<file path="config.mk">
export PLATFORM = sky130hd
export DESIGN_NAME = pcrb_bank
export DESIGN_NICKNAME = d
export VERILOG_FILES = /design/src/pcrb_pkg.sv /design/src/pcrb_axil_port.sv /design/src/pcrb_use_check.sv /design/src/pcrb_bank.sv
export VERILOG_INCLUDE_DIRS = /design/src
export SDC_FILE = /design/constraint.sdc
export NUM_CORES = 2
export LEC_CHECK = 0
export BUFFER_PORTS_ARGS = -buffer_cell sky130_fd_sc_hd__buf_2
export CAP_MARGIN = 20
export CORE_MARGIN = 2
export CORE_UTILIZATION = 50
export DETAILED_ROUTE_END_ITERATION = 8
export GPL_ROUTABILITY_DRIVEN = 1
export PLACE_DENSITY = 0.69
export RECOVER_POWER = 25
export SYNTH_ARGS = -nofsm -noshare
export SYNTH_HDL_FRONTEND = slang
export SYNTH_SLANG_ARGS = --single-unit
</file>
<file path="constraint.sdc">
create_clock -name clock -period 3.8 [get_ports clock]
set_clock_uncertainty 0.15 [all_clocks]
set_input_delay 0 -clock clock [delete_from_list [all_inputs] [get_ports clock]]
set_output_delay 0 -clock clock [all_outputs]
set_load 0.005 [all_outputs]
</file>
<file path="src/pcrb_defines.svh">
// offsets, field positions and reset values of the control register bank
`ifndef PCRB_DEFINES_SVH
`define PCRB_DEFINES_SVH
`define PCRB_NUM_CR          16
`define PCRB_ADDR_W          12
`define PCRB_CR_LIMIT        12'h040
`define PCRB_STATUS_OFFSET   12'h040
`define PCRB_MASK_OFFSET     12'h044
`define PCRB_FAULT_OFFSET    12'h048
`define PCRB_CR0_RESET       32'h8080FAC0
`define PCRB_CR2_RESET_MAIN  32'hFFFFFFFF
`define PCRB_CR2_RESET_SEC   32'h00000000
`define PCRB_CR_RESET        32'h00000000
`define PCRB_TOD_SYNC_BIT    29
`define PCRB_TOD_CHECK_BIT   12
`define PCRB_RSVD_BIT        21
`define PCRB_PAGE_HI         23
`define PCRB_PAGE_LO         22
`define PCRB_SEG_HI          20
`define PCRB_SEG_LO          19
`define PCRB_ASSIST_HI       31
`define PCRB_ASSIST_LO       24
`define PCRB_PTR_HI          23
`define PCRB_PTR_LO          3
`define PCRB_EVT_HI          31
`define PCRB_EVT_LO          28
`define PCRB_GRA_HI          15
`define PCRB_GRA_LO          0
`define PCRB_MON_HI          15
`define PCRB_MON_LO          0
`define PCRB_PERA_HI         23
`define PCRB_PERA_LO         0
`define PCRB_PAGE_LEGAL      4'h6
`define PCRB_SEG_LEGAL       4'h5
`define PCRB_ST_USE_FAULT    0
`define PCRB_ST_COLLIDE      1
`define PCRB_IRQ_BITS        2
`define PCRB_RESP_OKAY       2'h0
`define PCRB_RESP_DECERR     2'h3
`endif

</file>
<file path="src/pcrb_pkg.sv">
// types and shared functions of the control register bank
package pcrb_pkg;
  `include "pcrb_defines.svh"

  typedef logic [31:0] pcrb_word_t;
  typedef logic [3:0]  pcrb_index_t;
  typedef logic [`PCRB_ADDR_W-1:0] pcrb_addr_t;

  typedef enum logic [1:0] {
    PCRB_FAULT_NONE, PCRB_FAULT_PAGE, PCRB_FAULT_SEG, PCRB_FAULT_RSVD
  } pcrb_fault_t;

  typedef enum logic [2:0] {
    PCRB_SEL_CR, PCRB_SEL_STATUS, PCRB_SEL_MASK, PCRB_SEL_FAULT, PCRB_SEL_NONE
  } pcrb_sel_t;

  // control registers live in their own space, never in storage
  function automatic pcrb_sel_t pcrb_decode(input pcrb_addr_t addr);
    if (addr[1:0] != 2'h0) return PCRB_SEL_NONE;
    if (addr < `PCRB_CR_LIMIT) return PCRB_SEL_CR;
    if (addr == `PCRB_STATUS_OFFSET) return PCRB_SEL_STATUS;
    if (addr == `PCRB_MASK_OFFSET) return PCRB_SEL_MASK;
    if (addr == `PCRB_FAULT_OFFSET) return PCRB_SEL_FAULT;
    return PCRB_SEL_NONE;
  endfunction

  function automatic pcrb_word_t pcrb_merge(input pcrb_word_t old_w, input pcrb_word_t new_w,
                                            input logic [3:0] strb);
    pcrb_word_t r;
    r = old_w;
    for (int b = 0; b < 4; b++) begin
      if (strb[b]) r[b*8 +: 8] = new_w[b*8 +: 8];
    end
    return r;
  endfunction
endpackage

</file>
<file path="src/pcrb_axil_port.sv">
// axi4-lite handshake front end of the control register bank
`timescale 1ns/1ns
`include "pcrb_defines.svh"
module pcrb_axil_port
  import pcrb_pkg::*;
(
  input  wire logic        clock,
  input  wire logic        srst,
  input  wire pcrb_addr_t  s_axil_awaddr,
  input  wire logic        s_axil_awvalid,
  output logic             s_axil_awready,
  input  wire pcrb_word_t  s_axil_wdata,
  input  wire logic [3:0]  s_axil_wstrb,
  input  wire logic        s_axil_wvalid,
  output logic             s_axil_wready,
  output logic [1:0]       s_axil_bresp,
  output logic             s_axil_bvalid,
  input  wire logic        s_axil_bready,
  input  wire pcrb_addr_t  s_axil_araddr,
  input  wire logic        s_axil_arvalid,
  output logic             s_axil_arready,
  output pcrb_word_t       s_axil_rdata,
  output logic [1:0]       s_axil_rresp,
  output logic             s_axil_rvalid,
  input  wire logic        s_axil_rready,
  output logic             wr_fire,
  output pcrb_addr_t       wr_addr,
  output pcrb_word_t       wr_data,
  output logic [3:0]       wr_strb,
  input  wire logic        wr_ok,
  output logic             rd_fire,
  output pcrb_addr_t       rd_addr,
  input  wire pcrb_word_t  rd_data,
  input  wire logic        rd_ok
);
  logic aw_held_reg;
  logic w_held_reg;
  logic bvalid_reg;
  logic rvalid_reg;
  logic [1:0] bresp_reg;
  logic [1:0] rresp_reg;
  pcrb_word_t rdata_reg;

  assign s_axil_awready = !aw_held_reg;
  assign s_axil_wready  = !w_held_reg;
  assign s_axil_arready = !rvalid_reg;
  assign s_axil_bvalid  = bvalid_reg;
  assign s_axil_bresp   = bresp_reg;
  assign s_axil_rvalid  = rvalid_reg;
  assign s_axil_rresp   = rresp_reg;
  assign s_axil_rdata   = rdata_reg;
  // write goes in once address and data are both held and no answer is pending
  assign wr_fire = aw_held_reg && w_held_reg && !bvalid_reg;
  assign rd_fire = s_axil_arvalid && !rvalid_reg;
  assign rd_addr = s_axil_araddr;

  always_ff @(posedge clock) begin
    if (srst) begin
      aw_held_reg <= 1'b0;
      w_held_reg  <= 1'b0;
      bvalid_reg  <= 1'b0;
      rvalid_reg  <= 1'b0;
      bresp_reg   <= `PCRB_RESP_OKAY;
      rresp_reg   <= `PCRB_RESP_OKAY;
      rdata_reg   <= '0;
      wr_addr     <= '0;
      wr_data     <= '0;
      wr_strb     <= 4'h0;
    end else begin
      if (wr_fire) aw_held_reg <= 1'b0;
      if (s_axil_awvalid && !aw_held_reg) begin
        aw_held_reg <= 1'b1;
        wr_addr     <= s_axil_awaddr;
      end
      if (wr_fire) w_held_reg <= 1'b0;
      if (s_axil_wvalid && !w_held_reg) begin
        w_held_reg <= 1'b1;
        wr_data    <= s_axil_wdata;
        wr_strb    <= s_axil_wstrb;
      end
      if (wr_fire) begin
        bvalid_reg <= 1'b1;
        bresp_reg  <= wr_ok ? `PCRB_RESP_OKAY : `PCRB_RESP_DECERR;
      end else if (s_axil_bready) begin
        bvalid_reg <= 1'b0;
      end
      if (rd_fire) begin
        rvalid_reg <= 1'b1;
        rdata_reg  <= rd_ok ? rd_data : '0;
        rresp_reg  <= rd_ok ? `PCRB_RESP_OKAY : `PCRB_RESP_DECERR;
      end else if (s_axil_rready) begin
        rvalid_reg <= 1'b0;
      end
    end
  end
endmodule

</file>
<file path="src/pcrb_use_check.sv">
// point-of-use validation of translation format fields
`timescale 1ns/1ns
`include "pcrb_defines.svh"
module pcrb_use_check
  import pcrb_pkg::*;
(
  input  wire logic        clock,
  input  wire logic        srst,
  input  wire logic        use_valid,
  input  wire pcrb_index_t use_index,
  input  wire pcrb_word_t  cr0_word,
  output logic             use_done,
  output logic             use_error,
  output pcrb_fault_t      use_fault
);
  logic [1:0]  page_code;
  logic [1:0]  seg_code;
  logic        page_bad;
  logic        seg_bad;
  logic        rsvd_bad;
  logic [3:0]  page_legal;
  logic [3:0]  seg_legal;
  pcrb_fault_t fault_now;

  // one bit per code, set where the code is legal
  assign page_legal = `PCRB_PAGE_LEGAL;
  assign seg_legal  = `PCRB_SEG_LEGAL;
  assign page_code = cr0_word[`PCRB_PAGE_HI:`PCRB_PAGE_LO];
  assign seg_code  = cr0_word[`PCRB_SEG_HI:`PCRB_SEG_LO];
  assign page_bad  = !page_legal[page_code];
  assign seg_bad   = !seg_legal[seg_code];
  assign rsvd_bad  = cr0_word[`PCRB_RSVD_BIT];
  assign fault_now = (use_index != 4'h0) ? PCRB_FAULT_NONE :
                     page_bad ? PCRB_FAULT_PAGE :
                     seg_bad  ? PCRB_FAULT_SEG :
                     rsvd_bad ? PCRB_FAULT_RSVD : PCRB_FAULT_NONE;

  always_ff @(posedge clock) begin
    if (srst) begin
      use_done  <= 1'b0;
      use_error <= 1'b0;
      use_fault <= PCRB_FAULT_NONE;
    end else begin
      use_done  <= use_valid;
      use_error <= use_valid && (fault_now != PCRB_FAULT_NONE);
      use_fault <= use_valid ? fault_now : PCRB_FAULT_NONE;
    end
  end
endmodule

</file>
<file path="src/pcrb_bank.sv">
// sixteen processor control registers with axi4-lite access and use-time checks
`timescale 1ns/1ns
`include "pcrb_defines.svh"
module pcrb_bank
  import pcrb_pkg::*;
(
  input  wire logic        clock,
  input  wire logic        srst,
  input  wire logic        attached_secondary,
  input  wire pcrb_addr_t  s_axil_awaddr,
  input  wire logic        s_axil_awvalid,
  output logic             s_axil_awready,
  input  wire pcrb_word_t  s_axil_wdata,
  input  wire logic [3:0]  s_axil_wstrb,
  input  wire logic        s_axil_wvalid,
  output logic             s_axil_wready,
  output logic [1:0]       s_axil_bresp,
  output logic             s_axil_bvalid,
  input  wire logic        s_axil_bready,
  input  wire pcrb_addr_t  s_axil_araddr,
  input  wire logic        s_axil_arvalid,
  output logic             s_axil_arready,
  output pcrb_word_t       s_axil_rdata,
  output logic [1:0]       s_axil_rresp,
  output logic             s_axil_rvalid,
  input  wire logic        s_axil_rready,
  input  wire logic        cpu_load_valid,
  input  wire pcrb_index_t cpu_load_index,
  input  wire pcrb_word_t  cpu_load_data,
  input  wire pcrb_index_t cpu_read_index,
  output pcrb_word_t       cpu_read_data,
  input  wire logic        use_valid,
  input  wire pcrb_index_t use_index,
  output logic             use_done,
  output logic             use_error,
  output pcrb_fault_t      use_fault,
  output logic             time_of_day_clock_sync_ctrl,
  output logic             time_of_day_clock_check_mask,
  output logic [1:0]       page_size_code,
  output logic [1:0]       segment_size_code,
  output logic [7:0]       assist_enables,
  output logic [20:0]      assist_pointer,
  output pcrb_word_t       channel_masks,
  output logic [15:0]      monitor_masks,
  output logic [3:0]       program_event_recording_event_masks,
  output logic [15:0]      program_event_recording_gr_masks,
  output logic [23:0]      program_event_recording_start,
  output logic [23:0]      program_event_recording_end,
  output logic             irq
);
  pcrb_word_t cr_reg [`PCRB_NUM_CR];
  pcrb_word_t cr_next [`PCRB_NUM_CR];
  logic [`PCRB_IRQ_BITS-1:0] status_reg;
  logic [`PCRB_IRQ_BITS-1:0] status_next;
  logic [`PCRB_IRQ_BITS-1:0] mask_reg;
  logic [`PCRB_IRQ_BITS-1:0] events;
  logic [`PCRB_IRQ_BITS-1:0] w1c;
  logic [5:0]  fault_info_reg;
  logic [3:0]  use_index_reg;
  logic        strap_meta_reg;
  logic        strap_sync_reg;
  pcrb_word_t  cpu_read_data_reg;
  logic        wr_fire;
  pcrb_addr_t  wr_addr;
  pcrb_word_t  wr_data;
  logic [3:0]  wr_strb;
  logic        rd_fire;
  pcrb_addr_t  rd_addr;
  pcrb_word_t  rd_data;
  pcrb_sel_t   wr_sel;
  pcrb_sel_t   rd_sel;
  pcrb_index_t wr_index;
  pcrb_index_t rd_index;
  logic        wr_ok;
  logic        rd_ok;
  logic        bus_cr_write;
  logic        collide;

  // strap crosses in from a pin
  always_ff @(posedge clock) begin
    strap_meta_reg <= attached_secondary;
    strap_sync_reg <= strap_meta_reg;
  end

  pcrb_axil_port i_pcrb_axil_port (
    .clock          (clock),
    .srst           (srst),
    .s_axil_awaddr  (s_axil_awaddr),
    .s_axil_awvalid (s_axil_awvalid),
    .s_axil_awready (s_axil_awready),
    .s_axil_wdata   (s_axil_wdata),
    .s_axil_wstrb   (s_axil_wstrb),
    .s_axil_wvalid  (s_axil_wvalid),
    .s_axil_wready  (s_axil_wready),
    .s_axil_bresp   (s_axil_bresp),
    .s_axil_bvalid  (s_axil_bvalid),
    .s_axil_bready  (s_axil_bready),
    .s_axil_araddr  (s_axil_araddr),
    .s_axil_arvalid (s_axil_arvalid),
    .s_axil_arready (s_axil_arready),
    .s_axil_rdata   (s_axil_rdata),
    .s_axil_rresp   (s_axil_rresp),
    .s_axil_rvalid  (s_axil_rvalid),
    .s_axil_rready  (s_axil_rready),
    .wr_fire        (wr_fire),
    .wr_addr        (wr_addr),
    .wr_data        (wr_data),
    .wr_strb        (wr_strb),
    .wr_ok          (wr_ok),
    .rd_fire        (rd_fire),
    .rd_addr        (rd_addr),
    .rd_data        (rd_data),
    .rd_ok          (rd_ok)
  );

  pcrb_use_check i_pcrb_use_check (
    .clock     (clock),
    .srst      (srst),
    .use_valid (use_valid),
    .use_index (use_index),
    .cr0_word  (cr_reg[0]),
    .use_done  (use_done),
    .use_error (use_error),
    .use_fault (use_fault)
  );

  // only control, status, mask and fault words decode; the rest is refused
  assign wr_sel   = pcrb_decode(wr_addr);
  assign rd_sel   = pcrb_decode(rd_addr);
  assign wr_ok    = (wr_sel != PCRB_SEL_NONE) && (wr_sel != PCRB_SEL_FAULT);
  assign rd_ok    = (rd_sel != PCRB_SEL_NONE);
  assign wr_index = wr_addr[5:2];
  assign rd_index = rd_addr[5:2];
  assign bus_cr_write = wr_fire && (wr_sel == PCRB_SEL_CR);
  // processor load wins over a bus write to the same word
  assign collide  = bus_cr_write && cpu_load_valid && (cpu_load_index == wr_index);

  // loads store unchecked; the processor load has priority
  always_comb begin
    for (int i = 0; i < `PCRB_NUM_CR; i++) begin
      cr_next[i] = cr_reg[i];
      if (bus_cr_write && (wr_index == 4'(i)))
        cr_next[i] = pcrb_merge(cr_reg[i], wr_data, wr_strb);
      if (cpu_load_valid && (cpu_load_index == 4'(i)))
        cr_next[i] = cpu_load_data;
    end
  end

  always_ff @(posedge clock) begin
    for (int i = 0; i < `PCRB_NUM_CR; i++) begin
      if (srst) begin
        cr_reg[i] <= `PCRB_CR_RESET;
      end else begin
        cr_reg[i] <= cr_next[i];
      end
    end
    if (srst) begin
      cr_reg[0] <= `PCRB_CR0_RESET;
      cr_reg[2] <= strap_sync_reg ? `PCRB_CR2_RESET_SEC : `PCRB_CR2_RESET_MAIN;
    end
  end

  // sticky events, set wins over write-one-to-clear
  assign events[`PCRB_ST_USE_FAULT] = use_error;
  assign events[`PCRB_ST_COLLIDE]   = collide;
  assign w1c = (wr_fire && (wr_sel == PCRB_SEL_STATUS) && wr_strb[0]) ?
               wr_data[`PCRB_IRQ_BITS-1:0] : '0;
  assign status_next = (status_reg & ~w1c) | events;
  assign irq = |(status_reg & mask_reg);

  always_ff @(posedge clock) begin
    if (srst) begin
      status_reg     <= '0;
      mask_reg       <= '0;
      fault_info_reg <= '0;
      use_index_reg  <= '0;
    end else begin
      status_reg <= status_next;
      use_index_reg <= use_index;
      if (wr_fire && (wr_sel == PCRB_SEL_MASK) && wr_strb[0])
        mask_reg <= wr_data[`PCRB_IRQ_BITS-1:0];
      // index of the use that the check answered one cycle later
      if (use_error)
        fault_info_reg <= {use_index_reg, use_fault};
    end
  end

  always_ff @(posedge clock) begin
    if (srst) cpu_read_data_reg <= '0;
    else cpu_read_data_reg <= cr_reg[cpu_read_index];
  end

  assign rd_data = (rd_sel == PCRB_SEL_CR)     ? cr_reg[rd_index] :
                   (rd_sel == PCRB_SEL_STATUS) ? {30'h0, status_reg} :
                   (rd_sel == PCRB_SEL_MASK)   ? {30'h0, mask_reg} :
                   (rd_sel == PCRB_SEL_FAULT)  ? {26'h0, fault_info_reg} : 32'h0;

  // field views for the consuming logic
  assign cpu_read_data                = cpu_read_data_reg;
  assign time_of_day_clock_sync_ctrl  = cr_reg[0][`PCRB_TOD_SYNC_BIT];
  assign time_of_day_clock_check_mask = cr_reg[0][`PCRB_TOD_CHECK_BIT];
  assign page_size_code     = cr_reg[0][`PCRB_PAGE_HI:`PCRB_PAGE_LO];
  assign segment_size_code  = cr_reg[0][`PCRB_SEG_HI:`PCRB_SEG_LO];
  assign assist_enables     = cr_reg[6][`PCRB_ASSIST_HI:`PCRB_ASSIST_LO];
  assign assist_pointer     = cr_reg[6][`PCRB_PTR_HI:`PCRB_PTR_LO];
  assign channel_masks      = cr_reg[2];
  assign monitor_masks      = cr_reg[8][`PCRB_MON_HI:`PCRB_MON_LO];
  assign program_event_recording_event_masks = cr_reg[9][`PCRB_EVT_HI:`PCRB_EVT_LO];
  assign program_event_recording_gr_masks    = cr_reg[9][`PCRB_GRA_HI:`PCRB_GRA_LO];
  assign program_event_recording_start = cr_reg[10][`PCRB_PERA_HI:`PCRB_PERA_LO];
  assign program_event_recording_end   = cr_reg[11][`PCRB_PERA_HI:`PCRB_PERA_LO];

  logic past_srst_reg;
  always_ff @(posedge clock) past_srst_reg <= srst;

  logic [3:0] page_legal;
  assign page_legal = `PCRB_PAGE_LEGAL;
endmodule

</file>
# == After elaboration in Yosys (flattened, before gate mapping) ==
# Memory sizes are Yosys's and may differ from the RTL's. A register that Yosys moved wholly into a read port is not among the register bits.
# Index checks and enable logic that the tools add are counted.
# totals
register_bits,108
mem_bits_rw,512
in_bits,114
word_cells,509
mem_count,1
# op_classes
n_lt_le_gt_ge,4
eq_ne,117
n_mux,218
n_bitwise,50
n_reduce_logical,100
# mem_list
name,words,width,read_ports,rd_clocked_by_memory_dff,wr,line,source
cr_reg,16,32,9,1,16,pcrb_bank.sv:51,pcrb_word_t cr_reg [`PCRB_NUM_CR];
# op_table
cell,n
$mux 32,44
$mux 8,100
$ne 3x3->1 const B,38
$reduce_and 3->1,36
$eq 12x7->1 const B,6
$ne 2x2->1 const B,36
$eq 4x4->1 const B,16
$mux 3,20
$logic_and 1x1->1,46
$or 1x1->1,45
$mux 1,42
$eq 4x3->1 const B,8
$lt 12x7->1 const B,2
$mux 6,3
$eq 4x2->1 const B,4
$mux 2,7
$reduce_bool 2->1,7
$eq 3x2->1 const B,3
$eq 4x1->1 const B,2
$logic_not 4->1,2
$eq 3x1->1 const B,2
$logic_not 3->1,2
$lt 2x3->1 const B,2
$and 2x2->2,2
other kinds (9),14

# == Depth between registers and ports, before layout ==
# logic_depth
ltp_word,24
depth_mapped,8

# == Modules after synthesis ==
# A second synthesis with hierarchy kept.
# hier_totals
cells_unflattened,3954
area_unflattened_um2,38639.6
# by_module_without_submodules
module,instances,cells_each,area_per_inst_um2,seq_area_each_um2
pcrb_bank,1,3546,35021.1,14413.8
pcrb_axil_port,1,395,3459.6,1721.7
pcrb_use_check,1,13,158.9,80.1

# == Worst setup path after synthesis ==
# Ideal clock, no wire load.
# synth_timing
path_kind,flip-flop to flip-flop
startpoint,register i_pcrb_axil_port.wr_addr[8]
endpoint,"memory cr_reg[4][10] (netlist name), enable pin"
setup_ns,0.329
arrival_ns,2.168
required_time_ns,3.321
path_slack_ns,1.153
path_stages_with_launch,8
n_path_buf,3
cell_sequence,dfxtp_1 > or4_1 > buf_2 > nor4_4 > buf_2 > buf_1 > nand2_1 > nand2_1
# synth_lines
element,line,source
"start, declared",pcrb_axil_port.sv:27,"output pcrb_addr_t wr_addr,"
"start signal, assigned",pcrb_axil_port.sv:73,wr_addr <= s_axil_awaddr;
"end, declared",pcrb_bank.sv:51,

# == Final worst setup path ==
# layout_timing
startpoint,input srst
endpoint,register i_pcrb_axil_port.wr_addr[4]
# layout_lines
element,line,source
"start, declared",pcrb_bank.sv:8,"input wire logic srst,"
# No word-level cell between the ends.

==> flow_results.org <==
** Logic synthesis
- The most used flip-flop cell after synthesis is sky130_fd_sc_hd__dfxtp_1.
- In this run, distinct cell masters in the synthesized netlist total 53.
- Share of synthesized area occupied by flip-flops and latches :: a little over two fifths
- The share of synthesized area in the top cell type comes to 24.87%.
- Async set-or-reset flop fraction in the synthesized netlist :: 0%
- The synthesized design contains 320 enable-type register cells.
- Counting flops and latches in the post-synthesis netlist gives between 600 and 700.
- Yosys printed 0 warnings.
- Counting every net in the synthesized netlist gives 4042.
- Most frequently used cell type in the post-synthesis netlist :: sky130_fd_sc_hd__nand2_1
- Post-Synthesis Cells :: ~4k
- List of most frequent post-synthesis cells :: sky130_fd_sc_hd__nand2_1 (557), sky130_fd_sc_hd__clkbuf_1 (417), sky130_fd_sc_hd__a21oi_1 (346)
- Avg Inst Size Synth :: around 9.8 µm²
- After synthesis the cells add up to between 0.03 and 0.04 mm².
- By area the synthesized netlist is led by sky130_fd_sc_hd__edfxtp_1 (25%), sky130_fd_sc_hd__dfxtp_1 (17%), sky130_fd_sc_hd__mux4_2 (17%), sky130_fd_sc_hd__nand2_1 (5.4%), sky130_fd_sc_hd__nand4_1 (4.7%).
- sky130_fd_sc_hd__edfxtp_1 takes more of the synthesized area than any other cell.

** Place
- Routability-driven placement finished with a final weighted congestion of between 0.9 and 1.
- Placed insts :: between 4k and 5k
- IO buf count :: between 300 and 400
- Detailed placement ended at an HPWL of between 100000 and 150000 µm.
- Placement Setup Slack :: 0.7950 ns
- Summing all placed instances gives a cell area of 0.03974 mm².

** Global route
- The number of global-route vias before repair is between 30k and 40k.
- Global-route wire length before repair :: ~230000 µm
- The total overflow left after global routing is 0.
- Global-route usage over all layers :: between 30% and 40%
- Initial antenna violation count :: 16
- Entering global routing, the biggest net connects approximately 180 pins.

** Clock tree
- Number of buffers on the longest clock path :: 3
- After clock tree synthesis, the clock-pin slew on the worst setup and hold paths is about 0.060 ns.
- Clock Sinks :: 650
- # hold bufs at CTS :: 193
- TritonCTS built the clock tree.
- CTS root buf :: sky130_fd_sc_hd__clkbuf_16
- Clk_lat worst skew :: 0.64 ns
- Post-CTS setup buffers :: 0
- Post-cts repair resize count :: 0
- CTS built an H-tree with a depth of 3.
- Clock buffer count from CTS :: 71

** Routing
- Total Routed Length :: between 150000 and 200000 µm
- Avg WL per Cell :: about 32 µm
- In this run, the number of DRC markers left after iteration 0 of detailed routing was around 6.9k.
- DRC violation count after routing :: 0
- Routed via count divided by cell count :: 7.249
- The detailed router placed roughly 37k vias in this run.
- Before antenna repair, the detailed router went through 9 iterations.
- Post-DRT Antenna Nets :: 0

** Finish
- The area growth from synthesis to layout is 13.63%.
- Layout cell share with drive strength beyond 1 :: ~18%
- Number of flip-flops under the largest register name :: between 500 and 600
- Measured on the finished design, the core utilization comes to slightly below 60%.
- Post-route non-filler standard cell count :: just over 5k
- Fill cell instance count of the final layout :: around 6.3k
- Total area of multi-input combinational cells :: 0.01944 mm²
- Summing all flip-flop and latch instances after layout gives 0.01622 mm².
- Final nets :: approximately 4.1k
- The finished cells cover ~0.044 mm².

** Floorplanning
- Floorplan die area :: ~0.080 mm²
- Total I/O pin count :: about 340
- Starting density of the core :: 50.70%
- Placement Rows :: 101
- In this run the vertical extent of the chip is around 280 µm.
- The die is around 280 µm wide.
- Core region area :: about 0.076 mm²

** Critical path
- The most critical setup path has its startpoint at srst.
- Startpoint types :: input port
- Data required time of the critical path :: ~4.2 ns
- Peak fanout along the critical path :: 73
- FF-to-FF Start :: i_pcrb_axil_port.s_axil_rvalid
- Nature of the critical path endpoint :: flop
- In this run the register-to-register setup slack is between 0.5 and 0.6 ns.
- FF-to-FF End :: i_pcrb_axil_port.s_axil_rdata[0]
- The critical path in this run is classified as input port to flop.
- Data arrival time at the worst-slack endpoint :: around 3.9 ns
- Worst reg2reg path depth :: 6

** Power
- Maximum ir drop on the vdd rail :: 314.8 µV
- Overall power :: 17.82 mW
- Dividing total power by cell area gives a power density of 405.8 mW/mm².
- The analysis attributes to cell leakage a power of 14.17 nW.

** STA
- The number of endpoints with negative hold slack in the final report was 0.
- Final hold analysis gives a worst-case slack of approximately 0.014 ns.
- Unrepaired setup endpoints after global routing :: no
- Setup violations, final :: 0
- Clock period minus worst slack :: approximately 3.5 ns
- The final max-slew violation count was about 270.
- In this run the tightest slew margin relative to its limit is -80.63%.
- Tcrit/Tclk final :: 92.31%
- Setup ws final :: just under 0.3 ns
- Actual transition at the worst max-transition pin :: ~2.7 ns
- Upper clock frequency limit :: between 200 and 300 MHz
- After routing, the total negative slack on setup checks comes to 0 ns.

** Worst hold path
- In this run the most critical hold path is launched from use_index[2].
- Worst hold path depth :: 3
- Hold Path Class :: input port to flop
- For hold timing, the worst endpoint is use_index_reg[2].

** Status
- Violations in the final reports :: capacitance limit, slew limit
- The run finished, with violations left.

** Flow run
- Reported max-cap violation count :: 3
[kinds of logic (layout without fill, tap and decap cells)]
group                     Yosys count  count (layout)  share of synthesized area (%)
xor gates and xnor gates            5               5                         0.1133
DFF                               650             650                          41.97
other                               0               7                              0
muxes                             412             412                          19.97
buffers and inverters             677             785                          7.898
AOI/OAI and AO/OA                 829             829                          13.29
and+or+nand+nor                  1355            1355                          16.76
[cells in the final DEF, fill, tap and decap left out, drive strengths merged, types with 12 or more instances in the layout]
| cell type | n |
|---|---|
| mux4 | 287 |
| dlygate4sd3 | 193 |
| nor3 | 18 |
| dfxtp | 330 |
| nor2b | 17 |
| a22o | 29 |
| nand2 | 557 |
| and2 | 64 |
| clkbuf | 285 |
| a21oi | 346 |
| nand2b | 12 |
| a211oi | 66 |
| a31oi | 46 |
| nand3 | 168 |
| edfxtp | 320 |
| clkinv | 14 |
| mux2i | 125 |
| buf | 281 |
| a311oi | 150 |
| nand4 | 293 |
| nor2 | 183 |
| o21ai | 163 |
[power by group]
part | total [mW] | switching, mW | leakage (nW) | internal [mW]
Sequential | 8.10 | 0.410 | 5.77 | 7.69
Clock | 7.28 | 3.08 | 1.20 | 4.20
Combinational | 2.43 | 1.49 | 7.20 | 0.941
[layout make-up]
type	count	share of cell area, %
diodes	7	0.03990
repair buffers	647	10.27
clock inverters	19	0.3163
clock buffers	112	5.178
inverters	7	0.05985
multi-input cells	2601	44.27
well taps	1030	2.935
flip-flops and latches	650	36.93
[how the worst max path moves through the flow]
| stage | endpoint | slack [ns] | cells past startpoint |
|---|---|---|---|
| after global routing | i_pcrb_axil_port.wr_addr[10] | 0.21 | 5 |
| final | i_pcrb_axil_port.wr_addr[4] | 0.29 | 5 |
| after global placement | cr_reg[6][30] | 0.83 | 6 |
| after CTS | i_pcrb_axil_port.s_axil_rdata[1] | 0.55 | 9 |
| after detailed placement | cr_reg[11][7] | 0.80 | 5 |
| after floorplan | cr_reg[4][10] | 1.15 | 7 |
[worst max-delay path: stages]
cell,delay (ns)
sky130_fd_sc_hd__dlygate4sd3_1,0.57
sky130_fd_sc_hd__buf_8,0.42
sky130_fd_sc_hd__clkbuf_1,1.98
sky130_fd_sc_hd__a21oi_1,0.13
sky130_fd_sc_hd__dlygate4sd3_1,0.70
[layer usage]
layer	vias to the layer above	routed length (µm)	track usage, %
met5	-	315	1.343
met4	24	9222	18.25
met3	661	29790	18.04
met2	3609	67380	56.35
met1	17660	53930	50.75
li1	14820	-	-
(Power assumes the default switching activity.)
